===== config.mk =====
export PLATFORM = sky130hd
export DESIGN_NAME = dbd_ctrl
export DESIGN_NICKNAME = d
export VERILOG_FILES = /design/src/shared/dbd_pkg.sv /design/src/hw/dbd_ctrl.sv
export SDC_FILE = /design/constraint.sdc
export NUM_CORES = 1
export LEC_CHECK = 0
export BUFFER_PORTS_ARGS = -buffer_cell sky130_fd_sc_hd__clkbuf_2
export CAP_MARGIN = 20
export CORE_AREA = 4 4 217 219
export CTS_CLUSTER_DIAMETER = 30
export DETAILED_ROUTE_END_ITERATION = 7
export DIE_AREA = 0 0 221 223
export PLACE_DENSITY = 0.42
export SLEW_MARGIN = 25
export SYNTH_ARGS = -nofsm -noshare
export SYNTH_HDL_FRONTEND = slang
export SYNTH_SLANG_ARGS = --single-unit

===== constraint.sdc =====
create_clock -name mclk -period 34.5 [get_ports mclk]
set_input_delay 5.175 -clock mclk [delete_from_list [all_inputs] [get_ports mclk]]
set_output_delay 5.175 -clock mclk [all_outputs]
set_load 0.03 [all_outputs]

===== src/shared/dbd_pkg.sv =====
// constants, states and helpers shared by the dual bank dram controller
package dbd_pkg;
  // ****************************************
  // clock and timing
  // ****************************************
  localparam int CLK_NS = 10;
  localparam int T_RCD_NS = 20;
  localparam int T_CAS_NS = 40;
  localparam int T_RP_NS = 30;
  localparam int T_RAS_NS = 60;
  localparam int RCD_CYC = (T_RCD_NS + CLK_NS - 1) / CLK_NS;
  localparam int CAS_CYC = (T_CAS_NS + CLK_NS - 1) / CLK_NS;
  localparam int RP_CYC = (T_RP_NS + CLK_NS - 1) / CLK_NS;
  localparam int RAS_CYC = (T_RAS_NS + CLK_NS - 1) / CLK_NS;
  localparam int PROG_CLKS = 40;
  localparam int PDI_SLOT = 5;
  localparam int CFG_BITS = 8;
  localparam int WAKE_CYCLES = 8;
  localparam int WAKE_CLKS = 32;
  localparam int WAKE_RAS_CLKS = 16;
  // ****************************************
  // refresh
  // ****************************************
  localparam int REF_WIN_NS = 2000000;
  localparam int REF_ROWS = 128;
  localparam int REF_ROWS_FAST = 256;
  localparam int REF_BASE = REF_WIN_NS / REF_ROWS / CLK_NS;
  localparam int REF_BASE_FAST = REF_WIN_NS / REF_ROWS_FAST / CLK_NS;
  localparam int REF_KEEP_PCT = 95;
  localparam int REF_STEP_PCT = 10;
  localparam logic [7:0] BURST_ROWS = 8'h80;
  localparam logic [2:0] RM_INT = 3'h0;
  localparam logic [2:0] RM_EXT_FS = 3'h1;
  localparam logic [2:0] RM_EXT = 3'h2;
  localparam logic [2:0] RM_BURST = 3'h3;
  localparam logic [2:0] RM_NONE = 3'h4;
  // ****************************************
  // programming word and pins
  // ****************************************
  localparam int CFG_ASYNC = 0;
  localparam int CFG_RB = 1;
  localparam int CFG_RFP = 2;
  localparam int CFG_MODE = 3;
  localparam int CFG_SHORT = 6;
  localparam logic [7:0] CFG_DEFAULT = 8'h02;
  localparam int P_RD = 0;
  localparam int P_WR = 1;
  localparam int P_PE = 2;
  localparam int P_PORT_CONTROL = 3;
  localparam int P_PDI = 4;
  localparam int P_REFRESH_REQUEST = 5;
  localparam int P_BS = 6;
  localparam int P_ADDR = 7;
  localparam int PADDR_W = 18;
  localparam int DRAM_AW = 9;
  localparam int PIN_W = P_ADDR + PADDR_W;
  localparam logic [8:0] ADDR_RST = 9'h1f8;
  // ****************************************
  // register map
  // ****************************************
  localparam logic [3:0] REG_CTRL = 4'h0;
  localparam logic [3:0] REG_STATUS = 4'h4;
  localparam int CTRL_SWREF = 0;
  localparam int CTRL_HOLD = 1;

  typedef enum logic [2:0] {
    ST_PROG = 3'h0,
    ST_WAKE = 3'h1,
    ST_IDLE = 3'h2,
    ST_ROW = 3'h3,
    ST_COL = 3'h4,
    ST_END = 3'h5,
    ST_REF = 3'h6
  } dbd_state_e;

  function automatic logic [11:0] ref_limit(input logic rfp, input logic [1:0] sh);
    int b;
    int p;
    b = rfp ? REF_BASE_FAST : REF_BASE;
    p = REF_KEEP_PCT - REF_STEP_PCT * int'(sh);
    return 12'(b * p / 100);
  endfunction
endpackage


===== src/hw/dbd_ctrl.sv =====
// dual bank dram controller with avalon-mm control and status
//
// Added by the designer: the Avalon-MM interface to the registers and the placing of the registers.
`timescale 1ns/1ps
`default_nettype none

module dbd_ctrl (
  input wire logic mclk,
  input wire logic sys_rst,
  input wire logic [3:0] avs_address,
  input wire logic avs_read,
  input wire logic avs_write,
  input wire logic [31:0] avs_writedata,
  output logic [31:0] avs_readdata,
  output logic avs_waitrequest,
  input wire logic cmd_rd_n,
  input wire logic cmd_wr_n,
  input wire logic port_enable_n,
  input wire logic port_control,
  input wire logic bank_select_input,
  input wire logic refresh_request,
  input wire logic program_data_input,
  input wire logic [17:0] proc_addr,
  output logic [1:0] ras_n,
  output logic [1:0] cas_n,
  output logic we_n,
  output logic [8:0] dram_addr,
  output logic ready_n,
  output logic prog_shift_clk
);
  typedef struct packed {
    logic [dbd_pkg::PIN_W-1:0] s1;
    logic [dbd_pkg::PIN_W-1:0] s2;
    logic [3:0] s3;
    dbd_pkg::dbd_state_e st;
    logic in_rst;
    logic [2:0] straps;
    logic [7:0] cfg;
    logic [11:0] cnt;
    logic [2:0] wake;
    logic [11:0] ref_tmr;
    logic ref_pend;
    logic [7:0] ref_row;
    logic [7:0] burst;
    logic [3:0] pre0;
    logic [3:0] pre1;
    logic [1:0] mask;
    logic wr;
    logic last_rd;
    logic refresh_request_prev;
    logic hold;
    logic ack;
    logic [31:0] rdata;
    logic [1:0] ras;
    logic [1:0] cas;
    logic we;
    logic rdy;
    logic pclk;
    logic [8:0] addr;
  } dbd_regs_s;

  dbd_regs_s q_q;
  dbd_regs_s q_d;
  logic [dbd_pkg::PIN_W-1:0] pins;
  logic [3:0] cmd;
  logic c_rd;
  logic c_wr;
  logic c_pe;
  logic ext_edge;
  logic rdy_phase;
  logic [2:0] mode;
  logic [1:0] smask;
  logic pre_ok;
  logic skip_pre;
  logic set_pend;
  logic clr_pend;
  logic sw_ref;
  logic [11:0] lim;
  logic [2:0] ph;

  assign pins = {proc_addr, bank_select_input, refresh_request, program_data_input,
                 port_control, port_enable_n, cmd_wr_n, cmd_rd_n};
  // ****************************************
  // command path and decode
  // ****************************************
  assign cmd = q_q.cfg[dbd_pkg::CFG_ASYNC] ? q_q.s3 : q_q.s2[3:0];
  assign c_rd = ~cmd[dbd_pkg::P_RD];
  assign c_wr = ~cmd[dbd_pkg::P_WR];
  assign c_pe = ~cmd[dbd_pkg::P_PE];
  assign rdy_phase = (q_q.st != dbd_pkg::ST_PROG) && (q_q.st != dbd_pkg::ST_WAKE);
  assign ext_edge = rdy_phase & q_q.s2[dbd_pkg::P_REFRESH_REQUEST] & ~q_q.refresh_request_prev;
  assign mode = q_q.cfg[dbd_pkg::CFG_MODE +: 3];
  assign lim = dbd_pkg::ref_limit(q_q.cfg[dbd_pkg::CFG_RFP],
                                  q_q.cfg[dbd_pkg::CFG_SHORT +: 2]);
  assign smask = !q_q.cfg[dbd_pkg::CFG_RB] ? 2'h3 :
                 (q_q.s2[dbd_pkg::P_BS] ? 2'h2 : 2'h1);
  assign skip_pre = !q_q.cfg[dbd_pkg::CFG_ASYNC] && c_rd && !c_wr &&
                    q_q.last_rd && (q_q.mask == smask);
  assign pre_ok = skip_pre ||
                  ((smask & {q_q.pre1 != 4'h0, q_q.pre0 != 4'h0}) == 2'h0);
  assign ph = 3'(q_q.cnt % dbd_pkg::PDI_SLOT);
  assign avs_waitrequest = (avs_read | avs_write) & ~q_q.ack;

  // ****************************************
  // next state
  // ****************************************
  always_comb begin
    q_d = q_q;
    set_pend = 1'b0;
    clr_pend = 1'b0;
    sw_ref = 1'b0;
    q_d.s1 = pins;
    q_d.s2 = q_q.s1;
    q_d.s3 = q_q.s2[3:0];
    q_d.in_rst = 1'b0;
    q_d.refresh_request_prev = q_q.s2[dbd_pkg::P_REFRESH_REQUEST];
    q_d.ack = (avs_read | avs_write) & ~q_q.ack;
    if (q_q.in_rst) begin
      q_d.straps = {q_q.s2[dbd_pkg::P_PDI], q_q.s2[dbd_pkg::P_REFRESH_REQUEST],
                    q_q.s2[dbd_pkg::P_PORT_CONTROL]};
    end
    if (q_q.pre0 != 4'h0) begin
      q_d.pre0 = q_q.pre0 - 4'h1;
    end
    if (q_q.pre1 != 4'h0) begin
      q_d.pre1 = q_q.pre1 - 4'h1;
    end
    // register bus
    if (avs_read && !q_q.ack) begin
      if (avs_address == dbd_pkg::REG_STATUS) begin
        q_d.rdata = {9'h000, q_q.ref_pend, q_q.ref_row, q_q.straps, q_q.cfg, q_q.st};
      end else if (avs_address == dbd_pkg::REG_CTRL) begin
        q_d.rdata = {30'h00000000, q_q.hold, 1'b0};
      end else begin
        q_d.rdata = 32'h00000000;
      end
    end
    if (avs_write && q_q.ack && avs_address == dbd_pkg::REG_CTRL) begin
      sw_ref = avs_writedata[dbd_pkg::CTRL_SWREF];
      q_d.hold = avs_writedata[dbd_pkg::CTRL_HOLD];
    end
    // refresh request sources
    if (rdy_phase && (mode == dbd_pkg::RM_INT || mode == dbd_pkg::RM_EXT_FS)) begin
      if (q_q.ref_tmr >= lim) begin
        q_d.ref_tmr = 12'h000;
        set_pend = 1'b1;
      end else begin
        q_d.ref_tmr = q_q.ref_tmr + 12'h001;
      end
    end
    if (ext_edge && (mode == dbd_pkg::RM_EXT_FS || mode == dbd_pkg::RM_EXT)) begin
      set_pend = 1'b1;
      q_d.ref_tmr = 12'h000;
    end
    if (ext_edge && mode == dbd_pkg::RM_BURST) begin
      q_d.burst = dbd_pkg::BURST_ROWS;
    end
    if (sw_ref && rdy_phase && mode < dbd_pkg::RM_NONE) begin
      set_pend = 1'b1;
    end
    case (q_q.st)
      dbd_pkg::ST_PROG: begin
        q_d.cnt = q_q.cnt + 12'h001;
        q_d.pclk = (ph >= 3'h2);
        if (ph == 3'h4 && q_q.straps[2]) begin
          q_d.cfg = {q_q.s2[dbd_pkg::P_PDI], q_q.cfg[7:1]};
        end
        if (q_q.cnt == 12'(dbd_pkg::PROG_CLKS - 1)) begin
          q_d.st = dbd_pkg::ST_WAKE;
          q_d.cnt = 12'h000;
          q_d.pclk = 1'b1;
        end
      end
      dbd_pkg::ST_WAKE: begin
        q_d.cnt = q_q.cnt + 12'h001;
        q_d.ras = (q_q.cnt < 12'(dbd_pkg::WAKE_RAS_CLKS)) ? 2'h0 : 2'h3;
        if (q_q.cnt == 12'(dbd_pkg::WAKE_CLKS - 1)) begin
          q_d.cnt = 12'h000;
          q_d.wake = q_q.wake + 3'h1;
          q_d.ras = 2'h3;
          if (q_q.wake == 3'(dbd_pkg::WAKE_CYCLES - 1)) begin
            q_d.st = dbd_pkg::ST_IDLE;
          end
        end
      end
      dbd_pkg::ST_IDLE: begin
        if ((q_q.ref_pend || q_q.burst != 8'h00) &&
            q_q.pre0 == 4'h0 && q_q.pre1 == 4'h0) begin
          q_d.st = dbd_pkg::ST_REF;
          q_d.cnt = 12'h000;
          q_d.ras = 2'h0;
          q_d.addr = {1'b0, q_q.ref_row};
        end else if (!q_q.ref_pend && q_q.burst == 8'h00 && c_pe && (c_rd || c_wr) &&
                     pre_ok && !q_q.hold) begin
          q_d.st = dbd_pkg::ST_ROW;
          q_d.cnt = 12'h000;
          q_d.mask = smask;
          q_d.wr = c_wr;
          q_d.ras = ~smask;
          q_d.addr = q_q.s2[dbd_pkg::P_ADDR +: dbd_pkg::DRAM_AW];
        end
      end
      dbd_pkg::ST_ROW: begin
        q_d.cnt = q_q.cnt + 12'h001;
        if (q_q.cnt == 12'(dbd_pkg::RCD_CYC - 1)) begin
          q_d.st = dbd_pkg::ST_COL;
          q_d.cnt = 12'h000;
          q_d.cas = ~q_q.mask;
          q_d.we = ~q_q.wr;
          q_d.addr = q_q.s2[dbd_pkg::P_ADDR + dbd_pkg::DRAM_AW +: dbd_pkg::DRAM_AW];
        end
      end
      dbd_pkg::ST_COL: begin
        q_d.cnt = q_q.cnt + 12'h001;
        if (q_q.cnt == 12'(dbd_pkg::CAS_CYC - 1)) begin
          q_d.st = dbd_pkg::ST_END;
          q_d.rdy = 1'b0;
        end
      end
      dbd_pkg::ST_END: begin
        if (!c_rd && !c_wr) begin
          q_d.st = dbd_pkg::ST_IDLE;
          q_d.ras = 2'h3;
          q_d.cas = 2'h3;
          q_d.we = 1'b1;
          q_d.rdy = 1'b1;
          q_d.last_rd = ~q_q.wr;
          if (q_q.mask[0]) begin
            q_d.pre0 = 4'(dbd_pkg::RP_CYC);
          end
          if (q_q.mask[1]) begin
            q_d.pre1 = 4'(dbd_pkg::RP_CYC);
          end
        end
      end
      dbd_pkg::ST_REF: begin
        q_d.cnt = q_q.cnt + 12'h001;
        if (q_q.cnt == 12'(dbd_pkg::RAS_CYC - 1)) begin
          q_d.st = dbd_pkg::ST_IDLE;
          q_d.ras = 2'h3;
          q_d.pre0 = 4'(dbd_pkg::RP_CYC);
          q_d.pre1 = 4'(dbd_pkg::RP_CYC);
          q_d.ref_row = q_q.ref_row + 8'h01;
          q_d.last_rd = 1'b0;
          clr_pend = 1'b1;
          if (q_q.burst != 8'h00) begin
            q_d.burst = q_q.burst - 8'h01;
          end
        end
      end
      default: begin
        q_d.st = dbd_pkg::ST_IDLE;
      end
    endcase
    q_d.ref_pend = (q_q.ref_pend & ~clr_pend) | set_pend;
    if (sys_rst) begin
      q_d = '0;
      q_d.st = dbd_pkg::ST_PROG;
      q_d.in_rst = 1'b1;
      q_d.cfg = dbd_pkg::CFG_DEFAULT;
      q_d.ras = 2'h3;
      q_d.cas = 2'h3;
      q_d.we = 1'b1;
      q_d.rdy = 1'b1;
      q_d.pclk = 1'b1;
      q_d.addr = dbd_pkg::ADDR_RST;
      q_d.s1 = pins;
      q_d.s2 = q_q.s1;
      q_d.s3 = q_q.s2[3:0];
    end
  end

  always_ff @(posedge mclk) begin
    q_q <= q_d;
  end

  assign avs_readdata = q_q.rdata;
  assign ras_n = q_q.ras;
  assign cas_n = q_q.cas;
  assign we_n = q_q.we;
  assign dram_addr = q_q.addr;
  assign ready_n = q_q.rdy;
  assign prog_shift_clk = q_q.pclk;

  // ****************************************
  // checks
  // ****************************************
  chk_reset_levels: assert property (@(posedge mclk) $past(sys_rst) |->
    (ras_n == 2'h3 && cas_n == 2'h3 && we_n && ready_n && dram_addr == 9'h1f8))
    else $error("outputs not at reset levels");
  chk_prog_length: assert property (@(posedge mclk) disable iff (sys_rst)
    $rose(q_q.st == dbd_pkg::ST_WAKE) |-> $past(q_q.cnt) == 12'd39)
    else $error("programming length wrong");
  chk_wake_count: assert property (@(posedge mclk) disable iff (sys_rst)
    $rose(q_q.st == dbd_pkg::ST_IDLE) && $past(q_q.st) == dbd_pkg::ST_WAKE
    |-> $past(q_q.wake) == 3'h7 && $past(q_q.cnt) == 12'd31)
    else $error("wake-up count wrong");
  chk_ext_ignored: assert property (@(posedge mclk) disable iff (sys_rst)
    !rdy_phase |-> !set_pend) else $error("refresh accepted too early");
  chk_strobe_pair: assert property (@(posedge mclk) disable iff (sys_rst)
    (!q_q.cfg[dbd_pkg::CFG_RB] && q_q.st == dbd_pkg::ST_COL) |-> cas_n == 2'h0)
    else $error("single bank strobes split");
  chk_precharge: assert property (@(posedge mclk) disable iff (sys_rst)
    (q_q.st == dbd_pkg::ST_IDLE && q_d.st == dbd_pkg::ST_ROW && !skip_pre)
    |-> (smask & {q_q.pre1 != 4'h0, q_q.pre0 != 4'h0}) == 2'h0)
    else $error("bank opened during precharge");
  chk_refresh_wins: assert property (@(posedge mclk) disable iff (sys_rst)
    (q_q.st == dbd_pkg::ST_IDLE && q_q.ref_pend && q_q.pre0 == 4'h0 && q_q.pre1 == 4'h0)
    |=> q_q.st == dbd_pkg::ST_REF && ras_n == 2'h0 && ready_n)
    else $error("refresh lost arbitration");
  chk_prog_quiet: assert property (@(posedge mclk) disable iff (sys_rst)
    q_q.st == dbd_pkg::ST_PROG |-> ras_n == 2'h3 && cas_n == 2'h3 && ready_n)
    else $error("command acted on while programming");
  chk_ref_interval: assert property (@(posedge mclk) disable iff (sys_rst)
    q_q.ref_tmr == lim && rdy_phase && mode == dbd_pkg::RM_INT |=> q_q.ref_pend)
    else $error("interval expiry missed");
  chk_bus_answer: assert property (@(posedge mclk) disable iff (sys_rst)
    (avs_read || avs_write) && avs_waitrequest |=> !avs_waitrequest)
    else $error("bus answer late");
endmodule
`default_nettype wire


==> results of run 1 <==
[worst paths after layout]
check | from | endpoint | slack [ps] | depth (start not counted)
setup / recovery | q_q[114] | q_q[91] | 21000 | 55
hold / removal | q_q[163] | q_q[138] | 330 | 0
setup reg to reg | q_q[114] | q_q[91] | 21000 | 55
hold reg to reg | q_q[163] | q_q[138] | 330 | 0
[state kept, by name (all words and copies together), names as in the netlist]
register,count
mode,3
prog_shift_clk,1
dram_addr,9
we_n,1
avs_readdata,23
q_q,124
cas_n,2
ready_n,1
ras_n,2
[cells by family after synthesis]
| group | synth area share [%] |
|---|---|
| and+or+nand+nor | 26.4 |
| DFF | 25.5 |
| adders and majority gates | 6.23 |
| AOI/OAI and AO/OA | 24.9 |
| other | 0.0577 |
| xor gates and xnor gates | 5.34 |
| buffers and inverters | 7.36 |
| muxes | 4.15 |
[area by class of cell]
type / instances / area (um2) / area share [%]
Clock buffer: 17 / 425 / 3.01
Timing Repair Buffer: 85 / 455 / 3.22
Inverter: 61 / 231 / 1.64
Tap cell: 600 / 751 / 5.31
Clock inverter: 15 / 174 / 1.23
Sequential cell: 166 / 3320 / 23.5
Multi-Input combinational cell: 1321 / 8780 / 62.1
[layer usage]
layer / vias up / track usage, % / part of all wire [%]
met1: 5626 / 21.7 / 50
met2: 230 / 24.8 / 45
li1: 6021 / - / -
met5: - / 0 / 0
met4: 0 / 3.30 / 1.4
met3: 40 / 2.28 / 3.6
[placed cells by master, fill, tap and decap left out, types with 25 or more instances in the layout]
cell type  instances
xnor2_1           51
ha_1              56
nand2b_1          36
o21ai_0           54
a211oi_1          29
a31oi_1           31
clkbuf_2          73
a22oi_1           26
nand3_1           50
nor2_1           194
a21oi_1          101
nor3_1            57
mux2i_1           43
or3_1             25
inv_1             54
nand2_1          122
dfxtp_1          166
[power breakdown]
group,switching [uW],internal [uW],total [uW]
Sequential,10.8,203,214
Clock,94.2,99.0,193
Combinational,108,73.5,182
[stage by stage]
stage / total power, uW / cells
after floorplan: 365 / 1678
after detailed placement: 400 / 2233
final: 589 / 2265
after CTS: 598 / 2265
after global placement: 399 / 2233
after global routing: 627 / 2265
==> key figures, run 1 <==
CTS
  • H-tree depth: 4
  • Post_cts resized: 0
  • Reg clk slew, reported paths: around 80 ps
  • CTS Root Buffer Type: clkbuf_16
  • CTS tree: done
  • Clk buf depth: 2
  • Num CTS Buffers: 17
  • Clock Latency Late Sink: 430 ps
  • Postcts setup bufs: 0
  • Clk sinks: approximately 170
  • Cts hold-fix bufs: 0

Detailed routing
  • DR pass1 iterations: 7
  • Initial drt markers: between 900 and 1000
  • DRT Wirelength: roughly 39000 um
  • Antenna-violating nets left: 0
  • DRC: 0
  • DR vias: 11917
  • WL/cell: 17.1 um
  • Vias per inst: about 5.3

Timing
  • # setup viols final: 0
  • Sum of negative setup slack: 0 ps
  • F_max: around 74 MHz
  • Worst-margin pin slew: about 900 ps
  • Fin crit share: about two fifths
  • RSZ-0062 raised after global routing: no
  • WHS: between 300 and 400 ps
  • Clk_skew: approximately 12 ps
  • Final hold violations: 0
  • Worst setup margin: ~21000 ps
  • Final period demand of the worst path: 13500 ps
  • Worst relative slew slack: between 30% and 40%
  • Max Transition Viols Final: 0

Floorplan
  • Initial Util: between 20 and 30%
  • Die Ht: about 220 um
  • Core Region: between 40000 and 50000 um2
  • Row cnt: between 70 and 80
  • Die width: 221 um
  • Die Footprint: 49300 um2
  • Top-level I/O count: approximately 110

Setup path
  • Critical path arrival: 13850 ps
  • Crit Path Category: reg2reg
  • Max incr delay on CP: about 780 ps
  • Worst setup EP type: register
  • Critical path launch point type: register
  • Critical path peak fanout: 17
  • Critical path's most frequent cell: a21oi_1
  • CP Buf/Inv Count: 5
  • CP max stage cell: nor3_1
  • Top delay family on crit path: simple AND/OR/NAND/NOR gates
  • WP data required: about 35000 ps

Logic synthesis
  • Synth warnings: 0
  • EDFF count, synth: 0
  • Most common library cells after synthesis: 194 x nor2_1, 166 x dfxtp_1, 122 x nand2_1
  • Cell taking the most area after synthesis: dfxtp_1
  • Synth Instances: about 1700
  • Mapped cell area: about 13000 um2
  • Most numerous cell in the Yosys netlist: nor2_1
  • Asr flop ratio synth: 0%
  • Cell variety after synth: roughly 120
  • Post-synth top area share: between 20 and 30%
  • Yosys reg bits: 166
  • Register area share after synthesis: 25.5%
  • Most used DFF post-synth: dfxtp_1
  • Syn avg cell area: approximately 7.8 um2
  • Synth top area cells: dfxtp_1 26%, nor2_1 5.6%, ha_1 5.4%

Global routing
  • Largest net degree at the start of global routing: 60
  • Antenna violations before repair: 0
  • Number of global-route vias before repair: roughly 12000
  • First-pass GRT wire length: ~63000 um
  • Tot GR Track Use: 15.3%
  • Congestion Overflow GR: 0

Power
  • Power Dens Cells: ~42 nW/um2
  • Pleak: 0.00564 uW
  • Worst ir drop on vdd: roughly 0.038 mV

Layout
  • Diodes inserted: 0
  • Final Cell Area: around 14000 um2
  • # nets final: approximately 1800
  • Share of layout cells above drive strength 1: about an eighth
  • Post-layout util: a little under a third
  • Area grow syn2layout: 8.64%
  • Fillers: between 4000 and 5000

Place
  • Placed Area: between 10000 and 15000 um2
  • DP Worst Slack: around 21000 ps
  • GP Congestion: 0.868
  • DPL Wire Length: a little under 30000 um
  • I/O Buffers: 74

Outcome
  • Outcome: finished, final reports clean

Job
  • # Max-Cap Violations: 0

Hold path
  • Hold Path Class: reg2reg
No activity file was read; power rests on OpenSTA's default activity.
==> run 2, diff against run 1 <==
ABC_AREA = 1   (was default)
CORE_AREA = 4 4 212 214   (was 4 4 217 219)
DIE_AREA = 0 0 216 218   (was 0 0 221 223)
clock period = 12.6 ns   (was 34.5 ns; I/O delays follow)
==> key figures, run 2 <==
Floorplan
  • Row cnt: 76 (-2.6%)
  • Core Region: 42900 um2 (-4.9%)
  • Die width: 216 um (-2.3%)
  • Initial Util: 28.8% (-0.058 points)
  • Top-level I/O count: 114 (unchanged)
  • Die Footprint: 47100 um2 (-4.5%)
  • Die Ht: 218 um (-2.2%)

CTS
  • Clk buf depth: 2 (unchanged)
  • H-tree depth: 4 (unchanged)
  • Cts hold-fix bufs: 0 (unchanged)
  • Num CTS Buffers: 17 (unchanged)
  • CTS Root Buffer Type: clkbuf_16
  • Clock Latency Late Sink: 430 ps (about the same)
  • CTS tree: done
  • Reg clk slew, reported paths: 80 ps (about the same)
  • Clk sinks: 166 (unchanged)

Layout
  • Biggest register: q_q
  • Fillers: 4800 (-1.8%)
  • Max reg flops: 124 (unchanged)
  • # nets final: 2014 (+13%)
  • Share of layout cells above drive strength 1: 12.4% (+0.16 points)
  • Area grow syn2layout: 10.3%
  • Leading cell types in the layout, fill and taps excluded: 454 x nand2_1, 219 x inv_1, 165 x dfxtp_1
  • Most common cell after layout, fill and taps aside: nand2_1
  • Post-layout util: 31.8% (+0.41 points)
  • Register area: 3320 um2 (about the same)
  • Final Cell Area: 13600 um2 (-3.6%)
  • Area of the multi-input gates: 7550 um2 (-14%)

Place
  • I/O Buffers: 74 (unchanged)
  • GP Congestion: 0.843 (-2.9%)
  • Placed Area: 13000 um2 (-4.2%)
  • DPL Wire Length: 26100 um (-12%)

Setup path
  • Reg2Reg Capture Point: q_q[88]
  • Critical path peak fanout: 15 (-2)
  • Worst r2r path cells: 65 (+18%)
  • Critical path launch point type: register
  • Crit Path Category: reg2reg
  • R2R Setup Slk: 1340 ps (-19660 ps)
  • Critical path arrival: 11600 ps (-2250 ps)
  • CP max stage cell: dfxtp_1
  • Worst setup EP type: register
  • Reg2Reg Launch Point: q_q[113]
  • Max incr delay on CP: 610 ps (-170 ps)
  • WP data required: 12940 ps (-21910 ps)
  • Critical path's most frequent cell: nand2_1

Global routing
  • Met1 Use GR: 19.2% (-2.5 points)
  • Number of global-route vias before repair: 10838 (-6.2%)
  • Tot GR Track Use: 13.9% (-1.5 points)
  • Antenna violations before repair: 1 (+1)
  • Largest net degree at the start of global routing: 49 (-18%)
  • First-pass GRT wire length: 54800 um (-14%)
  • Congestion Overflow GR: 0 (unchanged)
  • Global route hottest layer: met2
  • Met2 Usage GRT: 23.3% (-1.5 points)
  • Met3 usage: 2.15% (-0.13 points)

Logic synthesis
  • Cell variety after synth: 63 (-45%)
  • Syn avg cell area: 6.63 um2 (-15%)
  • Most common library cells after synthesis: 454 x nand2_1, 221 x inv_1, 166 x dfxtp_1
  • Yosys reg bits: 166 (unchanged)
  • Synth top area cells: dfxtp_1 27%, nand2_1 14%, inv_1 6.7%
  • Mapped cell area: 12400 um2 (-5.1%)
  • Synth Instances: 1864 (+12%)
  • Post-synth top area share: 26.9% (+1.4 points)
  • Cell taking the most area after synthesis: dfxtp_1
  • Most used DFF post-synth: dfxtp_1
  • EDFF count, synth: 0 (unchanged)
  • Asr flop ratio synth: 0% (unchanged)
  • Synth warnings: 0 (unchanged)
  • Register area share after synthesis: 26.9% (+1.4 points)
  • Most numerous cell in the Yosys netlist: nand2_1

Timing
  • Final hold violations: 0 (unchanged)
  • Fin crit share: 89.4% (+50 points)
  • # setup viols final: 0 (unchanged)
  • Worst relative slew slack: 37.5% (-0.59 points)
  • Sum of negative setup slack: 0 ps (unchanged)
  • Worst-margin pin slew: 935 ps (+30.0 ps)
  • Final period demand of the worst path: 11260 ps (-2240 ps)
  • F_max: 88.8 MHz (+20%)
  • Max Transition Viols Final: 0 (unchanged)
  • RSZ-0062 raised after global routing: no
  • Clk_skew: 15.0 ps (+3.28 ps)

Power
  • Internal power: 1180 uW (+210%)
  • Net switching power: 1010 uW (+380%)
  • Worst ir drop on vdd: 0.104 mV (+170%)
  • Power Dens Cells: 161 nW/um2 (+290%)
  • Pleak: 0.00676 uW (+20%)
  • Combinational group share of total power: 47.8% (+17 points)
  • Reg power frac: 28.1% (-8.2 points)
  • Switching fraction of total power: 46.3% (+10 points)
  • Clk pwr share: 24.1% (-8.7 points)

Detailed routing
  • DR pass1 iterations: 5 (-2)
  • WL/cell: 13.3 um (-22%)
  • Initial drt markers: 537 (-43%)
  • DRC: 0 (unchanged)
  • DR vias: 11543 (-3.1%)
  • Vias per inst: 4.64 (-12%)
  • DRT Wirelength: 33100 um (-14%)
  • Antenna-violating nets left: 0 (unchanged)

Hold path
  • WHS Endpoint: q_q[140]
  • Hold Path Cell Cnt: 0 (unchanged)
  • Hold Path Class: reg2reg
  • Min-delay src: q_q[165]

Outcome
  • Outcome: finished, final reports clean

Job
  • # Max-Cap Violations: 0 (unchanged)
==> run 2: cell count changes after synthesis, moves of 36 or more <==
cell,delta
nand2_1,+332
nand2b_1,-36
inv_1,+167
mux2i_1,-43
nand4_1,+42
nand3_1,+77
nor2_1,-46
o21ai_0,+42
==> run 2: per-layer routing <==
| layer | vias up | part of all wire (%) | wire length [um] |
|---|---|---|---|
| met5 | - | 0 | 0 |
| met4 | 0 | 0.47 | 157 |
| met3 | 13 | 3.0 | 994 |
| met2 | 162 | 46 | 15300 |
| met1 | 5261 | 50 | 16700 |
| li1 | 6107 | - | - |
==> run 2: power by group through the flow <==
stage	sequential, uW	clock (uW)	combinational (uW)
4_1_cts	616	547	1050
5_1_grt	623	568	1210
2_1_floorplan	614	0	849
3_3_place_gp	629	0	1050
3_5_place_dp	627	0	1050
6_report	616	528	1050
==> run 2: per-stage QoR <==
| step | power, uW | setup WS (ps) | hold slack [ps] | cells |
|---|---|---|---|---|
| floorplan | 1460 | 3960 | 310 | 1875 |
| global placement | 1680 | 985 | 312 | 2451 |
| detailed placement | 1670 | 939 | 312 | 2451 |
| CTS | 2210 | 889 | 327 | 2483 |
| global route | 2400 | 37.6 | 334 | 2486 |
| finish | 2190 | 1340 | 324 | 2487 |
==> run 2: cell type report <==
| cell class | instances | share of cell area, % |
|---|---|---|
| antenna | 1 | 0.0184 |
| clock buffer | 17 | 3.12 |
| clock inverter | 15 | 1.47 |
| inverter | 252 | 6.97 |
| multi-input combinational | 1367 | 55.4 |
| sequential | 166 | 24.4 |
| tap | 585 | 5.37 |
| timing repair buffer | 84 | 3.27 |
==> run 2: critical path: cells and delay by family (launching register included) <==
kind                       cells  cell delay, ps
buffers and inverters          8             760
and+or+nand+nor               41            5530
DFF                            1             610
AOI/OAI and AO/OA              8            1980
adders and majority gates      8            2260
==> run 2: how the worst max path moves through the flow <==
stage	startpoint	endpoint	slack, ps
floorplan	q_q[109]	q_q[82]	3960
global placement	q_q[113]	q_q[88]	980
detailed placement	q_q[109]	q_q[88]	940
CTS	q_q[109]	q_q[88]	890
global route	q_q[113]	q_q[88]	40
finish	q_q[113]	q_q[88]	1340
==> run 2: cells by family (layout without fill, tap and decap cells) <==
family / after synthesis / after routing / share of synthesized area, %
fa+ha+maj: 61 / 61 / 6.48
flops: 166 / 166 / 26.9
xor+xnor: 62 / 62 / 4.40
buf+inv: 342 / 368 / 12.5
simple gates: 951 / 951 / 36.6
other cells: 2 / 14 / 0.0608
compound gates: 280 / 280 / 13.1
==> run 2: what timing repair did <==
action	CTS	global route
endpoints found under the setup margin	0	11
buffers inserted	0	3
gates resized for setup	0	3
